[src/design/brc_cfg.svh]
// Offsets, field positions, reset values and cycle counts of the bridge reset block
`ifndef BRC_CFG_SVH
`define BRC_CFG_SVH

`define BRC_CTRL_OFS 8'h00
`define BRC_PWR_OFS 8'h04
`define BRC_MASK_OFS 8'h08
`define BRC_STAT_OFS 8'h0C

`define BRC_CTRL_SECRST_BIT 0
`define BRC_CTRL_CHIPRST_BIT 1
`define BRC_CTRL_HALF_BIT 2

`define BRC_STAT_SECRST_BIT 0
`define BRC_STAT_CHIPBUSY_BIT 1
`define BRC_STAT_WIDE_BIT 2
`define BRC_STAT_READY_BIT 3
`define BRC_STAT_LOADED_BIT 4
`define BRC_STAT_FBSEEN_BIT 5
`define BRC_STAT_STOPPED_BIT 6

`define BRC_SECRST_RST 1'b0
`define BRC_HALF_RST 1'b1
`define BRC_MASK_RST 10'h000
`define BRC_PWR_D0 2'h0
`define BRC_PWR_D1 2'h1
`define BRC_PWR_D2 2'h2
`define BRC_PWR_D3HOT 2'h3

`define BRC_RESP_OKAY 2'h0
`define BRC_RESP_SLVERR 2'h2
`define BRC_RESP_DECERR 2'h3

`define BRC_HOLDOFF_CYCLES 5'd16
`define BRC_TAIL_CYCLES 5'd20
`define BRC_PURGE_CYCLES 5'd4
`define BRC_LOAD_LAST 5'd22
`define BRC_LOAD_FIRST_SAMPLE 5'd3
`define BRC_LOAD_LAST_SAMPLE 5'd18

`endif

[src/design/brc_pkg.sv]
// Types shared by the bridge reset, power and clock control block
package brc_pkg;
    typedef enum logic [1:0] {cr_idle, cr_purge, cr_hold, cr_tail} brc_chip_state_t;
    typedef enum logic [1:0] {ld_idle, ld_run, ld_done} brc_load_state_t;
endpackage : brc_pkg

[src/design/brc_sync.sv]
// Two-flop synchroniser for a group of pin inputs
module brc_sync #(
    parameter int W = 1,
    parameter logic [W-1:0] RST = '0
) (
    input wire logic clock_i,           // Block clock
    input wire logic nrst_i,            // Synchronous reset, active low
    input wire logic [W-1:0] async_i,   // Pins from outside the clock domain
    output logic [W-1:0] sync_o         // Synchronised levels
);
    logic [W-1:0] meta;

    // First stage is read by the second stage only
    always_ff @(posedge clock_i) begin
        if (!nrst_i) begin
            meta <= RST;
            sync_o <= RST;
        end else begin
            meta <= async_i;
            sync_o <= meta;
        end
    end
endmodule : brc_sync

[src/design/brc_mask_load.sv]
// Serial clock-mask loader run once after primary reset release
module brc_mask_load (
    input wire logic clock_i,           // Block clock
    input wire logic nrst_i,            // Synchronous reset, active low
    input wire logic clear_i,           // Primary reset active, rearms loader
    input wire logic start_i,           // Begin loading
    input wire logic serial_i,          // Synchronised serial mask data
    output logic shift_mode_o,          // 0 load, 1 shift for external register
    output logic shift_win_o,           // Shift clock window for external register
    output logic gpio_oe_n_o,           // Low while loader drives the control pins
    output logic done_o,                // Mask load finished
    output logic mask_valid_o,          // One-cycle pulse with new mask
    output logic [9:0] mask_o           // Clock disable mask, 1 stops a clock
);
    import brc_pkg::*;
    `include "brc_cfg.svh"

    brc_load_state_t state;
    logic [4:0] cnt;
    logic [15:0] shreg;

    always_ff @(posedge clock_i) begin
        if (!nrst_i || clear_i) begin
            state <= ld_idle;
            cnt <= 5'd0;
        end else begin
            unique case (state)
                ld_idle: begin
                    if (start_i) begin
                        state <= ld_run;
                        cnt <= 5'd0;
                    end
                end
                ld_run: begin
                    if (cnt == `BRC_LOAD_LAST) begin
                        state <= ld_done;
                    end else begin
                        cnt <= cnt + 5'd1;
                    end
                end
                ld_done: begin
                end
                default: begin
                    state <= ld_idle;
                end
            endcase
        end
    end

    // Most significant bit arrives first; two cycles of pin sync latency
    always_ff @(posedge clock_i) begin
        if (!nrst_i) begin
            shreg <= 16'h0000;
        end else if (state == ld_run && cnt >= `BRC_LOAD_FIRST_SAMPLE
                     && cnt <= `BRC_LOAD_LAST_SAMPLE) begin
            shreg <= {shreg[14:0], serial_i};
        end
    end

    always_ff @(posedge clock_i) begin
        if (!nrst_i || clear_i) begin
            shift_mode_o <= 1'b1;
            shift_win_o <= 1'b0;
            gpio_oe_n_o <= 1'b1;
        end else begin
            shift_mode_o <= !(state == ld_idle && start_i);
            shift_win_o <= (state == ld_run && cnt < 5'd16) || (state == ld_idle && start_i);
            gpio_oe_n_o <= !((state == ld_idle && start_i) ||
                             (state == ld_run && cnt != `BRC_LOAD_LAST));
        end
    end

    // Slot clock runs if either presence bit is low; device bits are direct disables
    always_ff @(posedge clock_i) begin
        if (!nrst_i || clear_i) begin
            done_o <= 1'b0;
            mask_valid_o <= 1'b0;
            mask_o <= `BRC_MASK_RST;
        end else begin
            mask_valid_o <= 1'b0;
            if (state == ld_run && cnt == `BRC_LOAD_LAST) begin
                done_o <= 1'b1;
                mask_valid_o <= 1'b1;
                mask_o <= {shreg[13:8], &shreg[7:6], &shreg[5:4], &shreg[3:2], &shreg[1:0]};
            end
        end
    end
endmodule : brc_mask_load

[src/design/brc_reset_power_ctl.sv]
// Reset, power-state and secondary clock control for a two-port bus bridge
//
// Implementation choices: the register addresses and the AXI4-Lite register port.
module brc_reset_power_ctl (
    input wire logic clock_i,                       // Primary clock, 20 MHz
    input wire logic nrst_i,                        // Synchronous reset, active low
    input wire logic [7:0] s_axi_awaddr_i,          // Write address
    input wire logic s_axi_awvalid_i,               // Write address valid
    output logic s_axi_awready_o,                   // Write address ready
    input wire logic [31:0] s_axi_wdata_i,          // Write data
    input wire logic [3:0] s_axi_wstrb_i,           // Write byte strobes
    input wire logic s_axi_wvalid_i,                // Write data valid
    output logic s_axi_wready_o,                    // Write data ready
    output logic [1:0] s_axi_bresp_o,               // Write response
    output logic s_axi_bvalid_o,                    // Write response valid
    input wire logic s_axi_bready_i,                // Write response ready
    input wire logic [7:0] s_axi_araddr_i,          // Read address
    input wire logic s_axi_arvalid_i,               // Read address valid
    output logic s_axi_arready_o,                   // Read address ready
    output logic [31:0] s_axi_rdata_o,              // Read data
    output logic [1:0] s_axi_rresp_o,               // Read response
    output logic s_axi_rvalid_o,                    // Read data valid
    input wire logic s_axi_rready_i,                // Read data ready
    input wire logic primary_rst_n_i,               // Primary reset pin, active low
    input wire logic primary_wide_req_n_i,          // Primary wide request pin
    input wire logic clock_stop_strap_i,            // Strap, low allows clock stop in D3hot
    input wire logic secondary_clk_feedback_i,      // Looped-back secondary clock
    input wire logic clock_mask_serial_in_i,        // Serial clock mask data
    output logic [9:0] secondary_clk_out_o,         // Secondary clock outputs
    output logic secondary_rst_n_o,                 // Secondary bus reset, active low
    output logic mask_shift_mode_o,                 // Mask register control, 0 load
    output logic mask_shift_win_o,                  // Mask register shift window
    output logic mask_gpio_oe_n_o,                  // Low while mask pins are driven
    output logic primary_bus_oe_n_o,                // High floats all primary signals
    output logic secondary_ctl_oe_n_o,              // High floats secondary control, grants
    output logic secondary_drive_oe_n_o,            // Low drives the reset levels below
    output logic [31:0] secondary_ad_o,             // Secondary address/data reset level
    output logic [3:0] secondary_cmd_byte_en_o,     // Secondary command/byte enable level
    output logic secondary_parity_o,                // Secondary parity reset level
    output logic secondary_wide_req_n_o,            // Secondary wide request level
    output logic buffer_flush_o,                    // Clear transaction buffers
    output logic sec_bus_b2_o,                      // Secondary bus in B2
    output logic wide_primary_en_o,                 // Primary wide extension enabled
    output logic access_ready_o                     // Configuration access allowed
);
    import brc_pkg::*;
    `include "brc_cfg.svh"

    logic [4:0] pins_s;
    logic prst_act;
    logic wide_req_s;
    logic strap_s;
    logic fb_s;
    logic mask_ser_s;
    logic [4:0] hold_cnt;
    logic holdoff_done;
    brc_chip_state_t cr_state;
    logic [4:0] cr_cnt;
    logic chip_origin;
    logic sec_bit;
    logic half_rate;
    logic [9:0] clk_mask;
    logic [1:0] pwr_state;
    logic fb_prev;
    logic fb_seen;
    logic phase;
    logic ld_done;
    logic ld_valid;
    logic [9:0] ld_mask;
    logic regs_rst;
    logic access_ok;
    logic clk_stop;
    logic next_sec_assert;
    logic wr_en;
    logic wr_ok;
    logic [7:0] wr_addr;
    logic wr_ctrl;
    logic wr_pwr;
    logic wr_mask;
    logic rd_en;
    logic [7:0] rd_addr;
    logic [31:0] stat_word;

    // Pins are asynchronous; primary reset resets to asserted
    brc_sync #(
        .W(5),
        .RST(5'h1E)
    ) u_sync (
        .clock_i(clock_i),
        .nrst_i(nrst_i),
        .async_i({clock_mask_serial_in_i, secondary_clk_feedback_i, clock_stop_strap_i,
                  primary_wide_req_n_i, primary_rst_n_i}),
        .sync_o(pins_s)
    );

    assign prst_act = !pins_s[0] || !nrst_i;
    assign wide_req_s = pins_s[1];
    assign strap_s = pins_s[2];
    assign fb_s = pins_s[3];
    assign mask_ser_s = pins_s[4];

    brc_mask_load u_load (
        .clock_i(clock_i),
        .nrst_i(nrst_i),
        .clear_i(prst_act),
        .start_i(!prst_act && !ld_done),
        .serial_i(mask_ser_s),
        .shift_mode_o(mask_shift_mode_o),
        .shift_win_o(mask_shift_win_o),
        .gpio_oe_n_o(mask_gpio_oe_n_o),
        .done_o(ld_done),
        .mask_valid_o(ld_valid),
        .mask_o(ld_mask)
    );

    // Holdoff counts from the synchronised release, so the first window is whole
    always_ff @(posedge clock_i) begin
        if (prst_act) begin
            hold_cnt <= 5'd0;
        end else if (hold_cnt != `BRC_HOLDOFF_CYCLES) begin
            hold_cnt <= hold_cnt + 5'd1;
        end
    end

    assign holdoff_done = (hold_cnt == `BRC_HOLDOFF_CYCLES);
    assign access_ok = holdoff_done && cr_state != cr_purge && cr_state != cr_tail;
    assign regs_rst = prst_act || cr_state == cr_purge;
    assign clk_stop = (pwr_state == `BRC_PWR_D3HOT) && !strap_s;

    // Write channel: address and data are taken together, one write at a time
    assign wr_en = s_axi_awvalid_i && s_axi_awready_o;
    assign wr_addr = {s_axi_awaddr_i[7:2], 2'h0};
    assign wr_ok = wr_en && access_ok;
    assign wr_ctrl = wr_ok && wr_addr == `BRC_CTRL_OFS && s_axi_wstrb_i[0];
    assign wr_pwr = wr_ok && wr_addr == `BRC_PWR_OFS && s_axi_wstrb_i[0];
    assign wr_mask = wr_ok && wr_addr == `BRC_MASK_OFS;
    assign rd_en = s_axi_arvalid_i && s_axi_arready_o;
    assign rd_addr = {s_axi_araddr_i[7:2], 2'h0};

    always_ff @(posedge clock_i) begin
        if (!nrst_i) begin
            s_axi_awready_o <= 1'b0;
            s_axi_wready_o <= 1'b0;
        end else begin
            s_axi_awready_o <= s_axi_awvalid_i && s_axi_wvalid_i && !s_axi_awready_o
                               && !s_axi_bvalid_o;
            s_axi_wready_o <= s_axi_awvalid_i && s_axi_wvalid_i && !s_axi_awready_o
                              && !s_axi_bvalid_o;
        end
    end

    always_ff @(posedge clock_i) begin
        if (!nrst_i) begin
            s_axi_bvalid_o <= 1'b0;
            s_axi_bresp_o <= `BRC_RESP_OKAY;
        end else if (wr_en) begin
            s_axi_bvalid_o <= 1'b1;
            if (!access_ok) begin
                s_axi_bresp_o <= `BRC_RESP_SLVERR;
            end else if (wr_addr > `BRC_STAT_OFS) begin
                s_axi_bresp_o <= `BRC_RESP_DECERR;
            end else begin
                s_axi_bresp_o <= `BRC_RESP_OKAY;
            end
        end else if (s_axi_bready_i) begin
            s_axi_bvalid_o <= 1'b0;
        end
    end

    // Chip reset sequence: purge, wait for secondary bit clear, tail, self-clear
    always_ff @(posedge clock_i) begin
        if (prst_act) begin
            cr_state <= cr_idle;
            cr_cnt <= 5'd0;
            chip_origin <= 1'b0;
        end else begin
            unique case (cr_state)
                cr_idle: begin
                    cr_cnt <= 5'd0;
                    if (wr_ctrl && s_axi_wdata_i[`BRC_CTRL_CHIPRST_BIT]) begin
                        cr_state <= cr_purge;
                        chip_origin <= 1'b1;
                    end else if (wr_pwr && pwr_state == `BRC_PWR_D3HOT
                                 && s_axi_wdata_i[1:0] == `BRC_PWR_D0) begin
                        cr_state <= cr_purge;
                        chip_origin <= 1'b0;
                    end
                end
                cr_purge: begin
                    if (cr_cnt == `BRC_PURGE_CYCLES - 5'd1) begin
                        cr_cnt <= 5'd0;
                        cr_state <= chip_origin ? cr_hold : cr_idle;
                    end else begin
                        cr_cnt <= cr_cnt + 5'd1;
                    end
                end
                cr_hold: begin
                    if (!sec_bit) begin
                        cr_state <= cr_tail;
                    end
                end
                cr_tail: begin
                    if (cr_cnt == `BRC_TAIL_CYCLES - 5'd1) begin
                        cr_state <= cr_idle;
                        chip_origin <= 1'b0;
                    end else begin
                        cr_cnt <= cr_cnt + 5'd1;
                    end
                end
            endcase
        end
    end

    // Control register; secondary bit is forced on through a chip-bit purge
    always_ff @(posedge clock_i) begin
        if (regs_rst) begin
            sec_bit <= (cr_state == cr_purge) && chip_origin;
            half_rate <= `BRC_HALF_RST;
        end else if (wr_ctrl) begin
            sec_bit <= s_axi_wdata_i[`BRC_CTRL_SECRST_BIT];
            half_rate <= s_axi_wdata_i[`BRC_CTRL_HALF_BIT];
        end
    end

    always_ff @(posedge clock_i) begin
        if (regs_rst) begin
            pwr_state <= `BRC_PWR_D0;
        end else if (wr_pwr && pwr_state == `BRC_PWR_D0
                     && s_axi_wdata_i[1:0] == `BRC_PWR_D3HOT) begin
            pwr_state <= `BRC_PWR_D3HOT;
        end
    end

    always_ff @(posedge clock_i) begin
        if (regs_rst) begin
            clk_mask <= `BRC_MASK_RST;
        end else if (ld_valid) begin
            clk_mask <= ld_mask;
        end else if (wr_mask) begin
            if (s_axi_wstrb_i[0]) begin
                clk_mask[7:0] <= s_axi_wdata_i[7:0];
            end
            if (s_axi_wstrb_i[1]) begin
                clk_mask[9:8] <= s_axi_wdata_i[9:8];
            end
        end
    end

    // Feedback activity shows the loop-back is wired
    always_ff @(posedge clock_i) begin
        if (regs_rst) begin
            // Track the pin through reset so release shows no false edge
            fb_prev <= fb_s;
            fb_seen <= 1'b0;
        end else begin
            fb_prev <= fb_s;
            if (fb_s != fb_prev) begin
                fb_seen <= 1'b1;
            end
        end
    end

    // Wide mode latched continuously while primary reset is held
    always_ff @(posedge clock_i) begin
        if (!nrst_i) begin
            wide_primary_en_o <= 1'b0;
        end else if (!pins_s[0]) begin
            wide_primary_en_o <= !wide_req_s;
        end
    end

    // Half rate toggles a flop; full rate passes the run level to an external gate
    always_ff @(posedge clock_i) begin
        if (!nrst_i) begin
            phase <= 1'b0;
        end else begin
            phase <= !phase;
        end
    end

    for (genvar i = 0; i < 10; i++) begin : g_clk
        always_ff @(posedge clock_i) begin
            if (!nrst_i) begin
                secondary_clk_out_o[i] <= 1'b0;
            end else begin
                secondary_clk_out_o[i] <= !clk_mask[i] && !clk_stop
                                          && (half_rate ? phase : 1'b1);
            end
        end
    end

    assign next_sec_assert = prst_act || sec_bit || !ld_done
                             || (cr_state == cr_purge && chip_origin);

    always_ff @(posedge clock_i) begin
        if (!nrst_i) begin
            secondary_rst_n_o <= 1'b0;
            primary_bus_oe_n_o <= 1'b1;
            secondary_ctl_oe_n_o <= 1'b1;
            secondary_drive_oe_n_o <= 1'b0;
            buffer_flush_o <= 1'b1;
            sec_bus_b2_o <= 1'b0;
            access_ready_o <= 1'b0;
        end else begin
            secondary_rst_n_o <= !next_sec_assert;
            primary_bus_oe_n_o <= prst_act || cr_state == cr_purge;
            secondary_ctl_oe_n_o <= next_sec_assert || cr_state == cr_purge;
            secondary_drive_oe_n_o <= !next_sec_assert;
            buffer_flush_o <= next_sec_assert || cr_state == cr_purge;
            sec_bus_b2_o <= (pwr_state == `BRC_PWR_D3HOT);
            access_ready_o <= access_ok;
        end
    end

    // Reset levels on the secondary data lines are constant low
    always_ff @(posedge clock_i) begin
        secondary_ad_o <= 32'h0000_0000;
        secondary_cmd_byte_en_o <= 4'h0;
        secondary_parity_o <= 1'b0;
        secondary_wide_req_n_o <= 1'b0;
    end

    always_comb begin
        stat_word = 32'h0000_0000;
        stat_word[`BRC_STAT_SECRST_BIT] = !secondary_rst_n_o;
        stat_word[`BRC_STAT_CHIPBUSY_BIT] = (cr_state != cr_idle);
        stat_word[`BRC_STAT_WIDE_BIT] = wide_primary_en_o;
        stat_word[`BRC_STAT_READY_BIT] = access_ok;
        stat_word[`BRC_STAT_LOADED_BIT] = ld_done;
        stat_word[`BRC_STAT_FBSEEN_BIT] = fb_seen;
        stat_word[`BRC_STAT_STOPPED_BIT] = clk_stop;
    end

    // Read channel: address taken, data one cycle later
    always_ff @(posedge clock_i) begin
        if (!nrst_i) begin
            s_axi_arready_o <= 1'b0;
        end else begin
            s_axi_arready_o <= s_axi_arvalid_i && !s_axi_arready_o && !s_axi_rvalid_o;
        end
    end

    always_ff @(posedge clock_i) begin
        if (!nrst_i) begin
            s_axi_rvalid_o <= 1'b0;
            s_axi_rresp_o <= `BRC_RESP_OKAY;
            s_axi_rdata_o <= 32'h0000_0000;
        end else if (rd_en) begin
            s_axi_rvalid_o <= 1'b1;
            s_axi_rresp_o <= `BRC_RESP_OKAY;
            s_axi_rdata_o <= 32'h0000_0000;
            if (!access_ok) begin
                s_axi_rresp_o <= `BRC_RESP_SLVERR;
            end else begin
                unique case (rd_addr)
                    `BRC_CTRL_OFS: s_axi_rdata_o <= {29'h0, half_rate,
                                                     cr_state != cr_idle, sec_bit};
                    `BRC_PWR_OFS: s_axi_rdata_o <= {30'h0, pwr_state};
                    `BRC_MASK_OFS: s_axi_rdata_o <= {22'h0, clk_mask};
                    `BRC_STAT_OFS: s_axi_rdata_o <= stat_word;
                    default: s_axi_rresp_o <= `BRC_RESP_DECERR;
                endcase
            end
        end else if (s_axi_rready_i) begin
            s_axi_rvalid_o <= 1'b0;
        end
    end
endmodule : brc_reset_power_ctl

[config.mk]
export PLATFORM = sky130hd
export DESIGN_NAME = brc_reset_power_ctl
export DESIGN_NICKNAME = d
export VERILOG_FILES = /design/src/design/brc_pkg.sv /design/src/design/brc_sync.sv /design/src/design/brc_mask_load.sv /design/src/design/brc_reset_power_ctl.sv
export VERILOG_INCLUDE_DIRS = /design/src /design/src/design
export SDC_FILE = /design/constraint.sdc
export NUM_CORES = 1
export LEC_CHECK = 0
export ABC_AREA = 1
export BUFFER_PORTS_ARGS = -buffer_cell sky130_fd_sc_hd__buf_4
export CAP_MARGIN = 5
export CORE_AREA = 2 2 96 121
export DETAILED_ROUTE_END_ITERATION = 8
export DIE_AREA = 0 0 98 123
export PLACE_DENSITY = 0.69
export REMOVE_ABC_BUFFERS = 1
export SKIP_LAST_GASP = 1
export SLEW_MARGIN = 20
export SYNTH_ARGS = -nofsm -noshare
export SYNTH_HDL_FRONTEND = slang
export SYNTH_SLANG_ARGS = --single-unit
[constraint.sdc]
create_clock -name clock_i -period 2 [get_ports clock_i]
set_clock_uncertainty 0.1 [all_clocks]
set_input_delay 0.2 -clock clock_i [delete_from_list [all_inputs] [get_ports clock_i]]
set_output_delay 0.2 -clock clock_i [all_outputs]
set_load 0.03 [all_outputs]
==> metrics.csv, run 1 <==
metric;value;unit
status;complete, no violations;
endpoint_kind;flip-flop;
grtUsageTotal;15.75;%
final-hold-violation-count;0;
drt_wl_total;9.762;mm
wl_per_cell;11.98;um
antenna_found_initial;0;
clk_latency;0.34;ns
synth_area_leader_cell;dfxtp_1;
nets;744;
met3_usage;2.883;%
hp-class;input pin to flip-flop;
power_density;791.8;mW/mm^2
grt_pass1_vias;3450;
cts_inserted_buffers;9;
slew_violations;0;
routed_via_density;4.707;
routed-via-count;3836;
hp-start;s_axi_wdata_i[0];
min_to;sec_bit;
cp.arrival;2.03;ns
area_delta_synth_final;19.19;%
root_buffer;clkbuf_16;
stdcell_area;0.005580;mm^2
max-cap-violations;0;
cts_buffer_depth;2;
row_count;43;
die_area;0.01205;mm^2
die_w;98;um
crit_type;flip-flop to flip-flop;
hold-worst-slack;0.07817;ns
share_comb_of_total_power;8.8;%
syn_inst;589;
fin_tns_setup;0;ns
start_util;42.87;%
internal-power;3.360;mW
synth_edf_count;1;
reg2reg_from;hold_cnt[0];
clkPwrFrac;41.0;%
n_antenna_cell;0;
p_sw_share;23.96;%
grt_pass1_wl;15.26;mm
ant_nets;0;
holdPathStages;3;
peakVddDrop;0.0003643;V
period_minus_slack;1.852;ns
synth_area;0.004682;mm^2
rrSetupSlack;0.15;ns
worst_slew_pin_slew;0.8579;ns
grtUsageMet2;30.18;%
fillers;1034;
relSlewSlack;42.74;%
cts_sinks;109;
place_congestion;0.8195;
grt.overflow.total;0;
synth_area_leaders;dfxtp_1 46%, buf_4 10%, nand2_1 7.9%, a21oi_1 6.3%, inv_1 4.8%;
ys_types;41;
ios;164;
fp.dieH;123;um
core_region_area;0.01092;mm^2
clk_pin_slew_worst_paths;0.07;ns
ys_seq_area_share;46.82;%
power_frac_seq;50.2;%
critPathLaunchType;flip-flop;
grt_max_degree;29;
fin_crit_sh;92.62;%
drc;0;
grt_setup_unrepaired;true;
placed_area;0.005146;mm^2
io_buffers;75;
htree_levels;3;
ys.flop_type;dfxtp_1;
yosys_warnings;0;
drt_iter0_markers;126;
layout-drive-gt1-share;19.26;%
ys_ff_latch;109;
async_flop_share;0;%
r2r-end;clk_mask[0];
top_usage_layer;met2;
p_sw;1.059;mW
grtUsageMet1;16.15;%
drt_pass1_iterations;5;
fmax;0.5399;GHz
syn_avg_cell_area;7.949;um^2
cts_tree;done;
dp_hpwl;7.340;mm
p_leak;2.402;nW
r2r_cells;12;
synth_top_area_share;46.18;%
crit_required;2.18;ns
setup_violations;0;
path_max_fanout;13;
[metrics by stage]
step | total power [mW] | utilization, % | worst slack (ns) | instances
final | 4.419 | 51.09 | 0.1477 | 815
after global routing | 4.563 | 51.09 | -0.03691 | 815
after CTS | 4.463 | 50.89 | 0.1054 | 814
after detailed placement | 2.638 | 47.12 | 0.1205 | 788
after global placement | 2.634 | 47.12 | 0.1895 | 788
after floorplan | 2.516 | - | 0.09675 | 570
[cells by family after synthesis]
family                   Yosys count  synth area share (%)
AO/OA/AOI/OAI                    113                 13.12
other                              1               0.08009
flip-flops                       109                 46.82
buffers and inverters            145                 17.13
multiplexers                       1                0.2138
AND/OR/NAND/NOR                  210                 20.36
XOR/XNOR                           5                0.9353
adder cells (fa/ha/maj)            5                 1.336
[sequential cells by signal (all words and copies together), names as in the netlist, 10 cells and up, named ones only]
signal               flops
clk_mask                10
s_axi_rdata_o           10
secondary_clk_out_o     10
u_load.mask_o           10
u_load.shreg            14
[critical path, stage by stage (launching register included)]
cell and delay (ns):
dfxtp_1 0.35, inv_1 0.07, ha_1 0.15, nand2_1 0.05
inv_1 0.10, nand3_4 0.12, nor2_4 0.17, inv_2 0.08
o21ai_4 0.18, nand2_4 0.12, clkinv_1 0.11, o21ai_0 0.08
a21oi_1 0.12
[layout make-up]
| cell class | instances | area (um^2) | share of cell area, % |
|---|---|---|---|
| clock inverter | 5 | 57.56 | 1.031 |
| inverter | 67 | 252.7 | 4.529 |
| timing repair buffer | 94 | 730.7 | 13.09 |
| clock buffer | 11 | 254.0 | 4.552 |
| tap | 135 | 168.9 | 3.027 |
| multi-input combinational | 394 | 1924 | 34.48 |
| sequential | 109 | 2192 | 39.28 |
[cells in the mapped netlist, types with 3 or more instances]
cell	n
xor2_1	4
a21oi_1	59
buf_2	3
inv_1	60
o21ai_0	33
nor2_2	5
o21ai_1	4
nor2_1	42
or2_2	13
nor3_1	9
inv_2	4
clkbuf_1	7
nand2_1	99
buf_4	63
ha_1	5
o31ai_1	6
o22ai_1	4
nand3_1	22
nand4_1	10
dfxtp_1	108
[worst max-delay path by stage]
stage,start,endpoint,slack (ns),depth (start not counted)
2_1_floorplan,s_axi_wready_o,clk_mask[0],0.1,8
3_3_place_gp,hold_cnt[0],sec_bit,0.19,10
3_5_place_dp,hold_cnt[0],sec_bit,0.12,10
4_1_cts,hold_cnt[0],sec_bit,0.11,10
5_1_grt,hold_cnt[0],clk_mask[0],-0.04,12
6_report,hold_cnt[0],clk_mask[0],0.15,12
[metal layers]
layer | share of wire, % | vias up
li1 | - | 1950
met1 | 38 | 1721
met2 | 53 | 144
met3 | 6.0 | 21
met4 | 2.8 | 0
met5 | 0 | -
[cell usage in the layout (no fill, tap or decap), types with 3 or more instances in the layout]
master / count
nand4_1: 10
a21oi_1: 59
nand3_1: 22
clkinv_2: 3
dlygate4sd3_1: 10
o22ai_1: 4
inv_1: 60
o21ai_1: 4
xor2_1: 4
conb_1: 60
dfxtp_1: 108
inv_2: 4
o21ai_0: 33
nand2_1: 99
buf_4: 84
nor2_1: 41
ha_1: 5
clkbuf_16: 10
or2_2: 13
nor2_2: 5
o31ai_1: 6
nor3_1: 9
[power by group through the flow]
stage	sequential, mW	combinational, mW	clock, mW
final	2.22	0.387	1.81
after global routing	2.22	0.415	1.93
after CTS	2.22	0.386	1.86
after detailed placement	2.27	0.370	0
after global placement	2.27	0.367	0
after floorplan	2.30	0.213	0
[timing repair]
item,CTS,global route
buffers inserted,0,1
endpoints found under the setup margin,0,8
hold buffers,10,0
gates resized for setup,0,3
hold endpoints to repair,9,0
(Power assumes the default switching activity.)
==> run 2, diff against run 1 <==
CORE_AREA = 2 2 99 125   (was 2 2 96 121)
DIE_AREA = 0 0 101 127   (was 0 0 98 123)
PLACE_DENSITY = 0.68   (was 0.69)
SYNTH_HIERARCHICAL = 1   (was not set)
clock period = 2.2 ns   (was 2 ns; I/O delays follow)
==> run 2 against run 1 <==
Net effect: synthesized area up 6.7%; flip-flop and latch count unchanged; via count up 7.0%; worst hold slack worse by 0.060 ns; die area up 6.4%; sequential share of layout area down 1.2 points; clock-buffer cell count up 1; final area up 3.0%; final cell count up 7.7%.
==> metrics.csv, run 2 <==
metric;value;unit
status;complete, no violations;
r2r_cells;10;
drt_wl_total;10.41;mm
max-cap-violations;0;
core_region_area;0.01156;mm^2
largest_reg_flops;14;
ys.flop_type;dfxtp_1;
period_minus_slack;1.871;ns
grt_pass1_vias;3681;
path_max_fanout;5;
critPathLaunchType;flip-flop;
routed-via-count;4105;
nets;804;
power_density;686.3;mW/mm^2
n_antenna_cell;0;
crit_required;2.17;ns
synth_area;0.004997;mm^2
synth_common_cells;135 x nand2_1, 108 x dfxtp_1, 79 x nor2_1, 65 x buf_4, 62 x inv_1;
setup_ws;0.3293;ns
cp_common_cell;nand2_1;
async_flop_share;0;%
yosys_warnings;6;
drt_pass1_iterations;4;
cts_setup_buffers;0;
min_to;s_axi_bvalid_o;
cp.arrival;1.84;ns
ant_nets;0;
fp.dieH;127;um
peakVddDrop;0.0003143;V
grtUsageMet1;18.28;%
top_usage_layer;met2;
cts_tree;done;
dpl.cell_count;857;
final_common_cell;nand2_1;
regMostFlops;u_load/shreg;
syn_inst;658;
layout_common_cells;135 x nand2_1, 108 x dfxtp_1, 80 x buf_4, 79 x nor2_1, 62 x inv_1;
slew_violations;0;
grt_pass1_wl;16.58;mm
hp-start;s_axi_bready_i;
syn_avg_cell_area;7.595;um^2
antenna_found_initial;0;
place_congestion;0.8266;
cp_slowest_stage_delay;0.33;ns
die_w;101;um
rrSetupSlack;0.33;ns
slowest_stage;dfxtp_1;
place_ws;0.3323;ns
synth_area_leaders;dfxtp_1 43%, nand2_1 10%, buf_4 9.8%, nor2_1 5.9%, a21oi_1 5.1%;
cp_num_buf_inv;3;
routed_via_density;4.675;
synth_top_area_share;43.26;%
holdPathStages;4;
ys_ff_latch;109;
io_buffers;75;
ys_seq_area_share;43.87;%
relSlewSlack;54.08;%
grt.overflow.total;0;
ys_types;47;
grtUsageMet2;29.18;%
drc;0;
grtUsageTotal;16.08;%
synth_area_leader_cell;dfxtp_1;
instances_no_fill;878;
cts_buffer_depth;2;
clk_latency;0.35;ns
fin_crit_sh;85.03;%
final-hold-violation-count;0;
cts_sinks;109;
ios;164;
htree_levels;3;
clk_pin_slew_worst_paths;0.07;ns
layout-drive-gt1-share;17.30;%
reg2reg_from;hold_cnt[1];
fin_tns_setup;0;ns
r2r-end;sec_bit;
area_delta_synth_final;15.07;%
grt_setup_unrepaired;false;
path_cells;inv_1 > ha_1 > nand2_1 > inv_1 > nand3_2 > nor2_4 > inv_2 > nor2_1 > nand2_1 > nand2_1;
root_buffer;clkbuf_16;
setup_violations;0;
met3_usage;1.860;%
start_util;43.23;%
synth_edf_count;1;
cpLargestDelayFamily;simple AND/OR/NAND/NOR gates;
worst_slew_pin_slew;0.6842;ns
wl_per_cell;11.85;um
grt_max_degree;29;
row_count;44;
crit_type;flip-flop to flip-flop;
endpoint_kind;flip-flop;
dp_hpwl;7.902;mm
hp-class;input pin to flip-flop;
fmax;0.5346;GHz
die_area;0.01283;mm^2
drt_iter0_markers;201;
yosysMostFrequentCell;nand2_1;
cts_inserted_buffers;9;
p_leak;2.688;nW
run 2: cell count changes after synthesis, moves of 4 or more:
cell      previous run  this run
a21oi_1             59        51
clkbuf_1             7         3
nand2_1             99       135
nand2_2              2         6
nand3_1             22        40
nor2_1              42        79
nor3_1               9         5
o21ai_0             33        28
o31ai_1              6         2
or2_2               13         3
run 2: cell families after synthesis:
family / share of synthesized area (%)
simple gates: 26.16
buf+inv: 17.33
flops: 43.87
compound gates: 10.44
xor+xnor: 0.8763
fa+ha+maj: 1.252
other cells: 0.07504
run 2: how the worst max path moves through the flow:
stage	start	endpoint	slack, ns	cells past startpoint
6_report	hold_cnt[1]	sec_bit	0.33	10
5_1_grt	hold_cnt[1]	clk_mask[7]	0.15	11
4_1_cts	hold_cnt[1]	sec_bit	0.32	10
3_5_place_dp	hold_cnt[1]	sec_bit	0.33	10
3_3_place_gp	hold_cnt[0]	sec_bit	0.37	10
2_1_floorplan	s_axi_wready_o	sec_bit	0.32	6
run 2: layout make-up:
cell class,instances,area [um^2]
Clock buffer,12,267.8
Tap cell,138,172.7
Clock inverter,4,28.78
Fill cell,1133,5811
Timing Repair Buffer,85,650.6
Multi-Input combinational cell,458,2161
Sequential cell,109,2192
Inverter,72,277.8
run 2: worst register-to-register path: stages (launching register included):
cell and delay, ns:
dfxtp_1 0.33, inv_1 0.08, ha_1 0.15, nand2_1 0.05, inv_1 0.07, nand3_2 0.15
nor2_4 0.18, inv_2 0.07, nor2_1 0.20, nand2_1 0.14, nand2_1 0.09
run 2: stage by stage:
| step | power [mW] | utilization [%] | instance area [um^2] | hold WS (ns) |
|---|---|---|---|---|
| 5_1_grt | 4.068 | 49.74 | 5751 | 0.02237 |
| 6_report | 3.947 | 49.74 | 5751 | 0.01769 |
| 4_1_cts | 3.974 | 49.74 | 5751 | 0.01224 |
| 3_5_place_dp | 2.395 | 46.74 | 5404 | 0.2548 |
| 3_3_place_gp | 2.391 | 46.74 | 5404 | 0.2539 |
| 2_1_floorplan | 2.280 | - | 4631 | 0.1887 |
run 2: where the power goes:
| group | switching [mW] | internal (mW) | leakage [nW] |
|---|---|---|---|
| combinational | 0.252 | 0.0902 | 1.66 |
| sequential | 0.0124 | 2.00 | 0.888 |
| clock | 0.719 | 0.871 | 0.140 |
| total | 0.984 | 2.96 | 2.69 |
run 2: layer usage:
layer	share of wire [%]	routed length (um)
met1	41	4283
met3	4.5	469
met4	2.7	278
met5	0	0
met2	52	5378
run 2: timing repair:
action	4_1_cts	5_1_grt
hold buffers	5	0
hold endpoints to repair	5	0
resized for setup	0	0
==> run 3, diff against run 2 <==
BUFFER_PORTS_ARGS = not set   (was -buffer_cell sky130_fd_sc_hd__buf_4)
DONT_BUFFER_PORTS = 1   (was not set)
GPL_TIMING_DRIVEN = 0   (was not set)
PLACE_DENSITY = 0.56   (was 0.68)
==> run 3 against run 2 <==
Net effect: worst setup slack lost 0.15 ns; die area is the same; first-iteration DRC count shrank 30%; final cell count shrank 8.1%; routed wire length shrank 1.4%; maximum frequency shrank 7.6%; worst hold slack gained 0.00051 ns.
==> metrics.csv, run 3 (same netlist as run 2, synthesis figures left out) <==
metric;value;unit
status;complete, no violations;
cts_setup_buffers;0;
worst_slew_pin_slew;1.086;ns
final-hold-violation-count;0;
root_buffer;clkbuf_16;
period_minus_slack;2.025;ns
crit_required;2.34;ns
drt_pass1_iterations;4;
p_sw_share;25.60;%
layout_common_cells;134 x nand2_1, 107 x dfxtp_1, 78 x nor2_1, 62 x inv_1, 60 x conb_1;
layout-drive-gt1-share;7.623;%
dp_hpwl;7.565;mm
p_leak;2.322;nW
wl_met2;5.159;mm
cts_sinks;109;
routed_via_density;4.767;
fmax;0.4937;GHz
routed.top_layer;met4;
cp_slowest_stage_delay;1.25;ns
routed-via-count;3847;
final_common_cell;nand2_1;
hp-class;input pin to flip-flop;
fin_tns_setup;0;ns
power_frac_seq;54.1;%
start_util;43.23;%
grtUsageTotal;15.91;%
cts_inserted_buffers;9;
critPathLaunchType;input pin;
drt_iter0_markers;141;
grt_setup_unrepaired;false;
slowest_stage;dlygate4sd3_1;
cp.arrival;2.16;ns
endpoint_kind;flip-flop;
core_region_area;0.01156;mm^2
regMostFlops;u_load/shreg;
crit_type;input pin to flip-flop;
internal-power;2.820;mW
fin_crit_sh;92.06;%
setup_violations;0;
grt_pass1_wl;16.44;mm
hold-worst-slack;0.01820;ns
path_max_fanout;26;
clk_latency;0.34;ns
grt_max_degree;29;
drc;0;
wl_met3;595;um
clk_pin_slew_worst_paths;0.07;ns
share_comb_of_total_power;6.3;%
fillers;1199;
largest_reg_flops;14;
relSlewSlack;27.39;%
io_buffers;0;
area_delta_synth_final;4.532;%
cp_common_cell;dlygate4sd3_1;
p_sw;0.9704;mW
grt.overflow.total;0;
antenna_found_initial;0;
slew_violations;0;
ios;164;
drt_wl_total;10.26;mm
nets;733;
grt_pass1_vias;3516;
cts_buffer_depth;2;
place_congestion;0.8184;
row_count;44;
die_w;101;um
met1_length;4.317;mm
die_area;0.01283;mm^2
htree_levels;3;
ant_nets;0;
max-cap-violations;0;
cts_tree;done;
n_antenna_cell;0;
wl_per_cell;12.72;um
power_density;725.6;mW/mm^2
peakVddDrop;0.0003772;V
path_cells;dlygate4sd3_1 > nand2_1 > dlygate4sd3_1;
fp.dieH;127;um
clkPwrFrac;39.6;%
run 3: final timing paths:
kind | start | endpoint | slack, ns | cells past startpoint
worst min register to register | u_sync/sync_o[3] | fb_prev | 0.27 | 0
worst max register to register | hold_cnt[0] | sec_bit | 0.27 | 10
worst min-delay path | s_axi_awaddr_i[2] | chip_origin | 0.02 | 3
worst max-delay path | nrst_i | u_sync/meta[3] | 0.17 | 3
run 3: stage by stage:
stage / instance area, um^2 / utilization (%) / setup WS (ns) / power, mW / cells
finish: 5224 / 45.18 / 0.1746 / 3.791 / 807
global route: 5224 / 45.18 / 0.05811 / 3.942 / 807
CTS: 5218 / 45.13 / 0.01208 / 3.825 / 807
detailed placement: 4803 / 41.55 / 0.02937 / 2.303 / 777
global placement: 4803 / 41.55 / 0.07161 / 2.301 / 777
floorplan: 4631 / - / 0.3193 / 2.280 / 639
run 3: worst max-delay path: cells and delay by family:
kind          cells  cell delay, ns
buf+inv           2            1.84
simple gates      1            0.10
run 3: layout make-up:
| cell class | instances | area [um^2] | area share, % |
|---|---|---|---|
| clock inverter | 6 | 45.04 | 0.8623 |
| inverter | 72 | 277.8 | 5.317 |
| tap | 138 | 172.7 | 3.305 |
| clock buffer | 10 | 229.0 | 4.383 |
| timing repair buffer | 14 | 140.1 | 2.683 |
| multi-input combinational | 458 | 2166 | 41.46 |
| sequential | 109 | 2193 | 41.99 |
run 3: what timing repair did:
action                     4_1_cts  5_1_grt
hold endpoints to repair        33        0
hold buffers                    14        0
gates resized for setup          0        3
setup endpoints to repair        0       12
run 3: power by group through the flow:
stage	sequential (mW)	clock, mW	combinational, mW
6_report	2.05	1.50	0.239
3_3_place_gp	2.09	0	0.206
2_1_floorplan	2.09	0	0.189
3_5_place_dp	2.10	0	0.208
4_1_cts	2.05	1.54	0.237
5_1_grt	2.05	1.63	0.260
run 3: routing by layer:
metal	vias to the layer above	track usage [%]
li1	1977	-
met1	1768	18.28
met2	88	27.65
met3	14	4.978
met4	0	5.644
met5	-	0
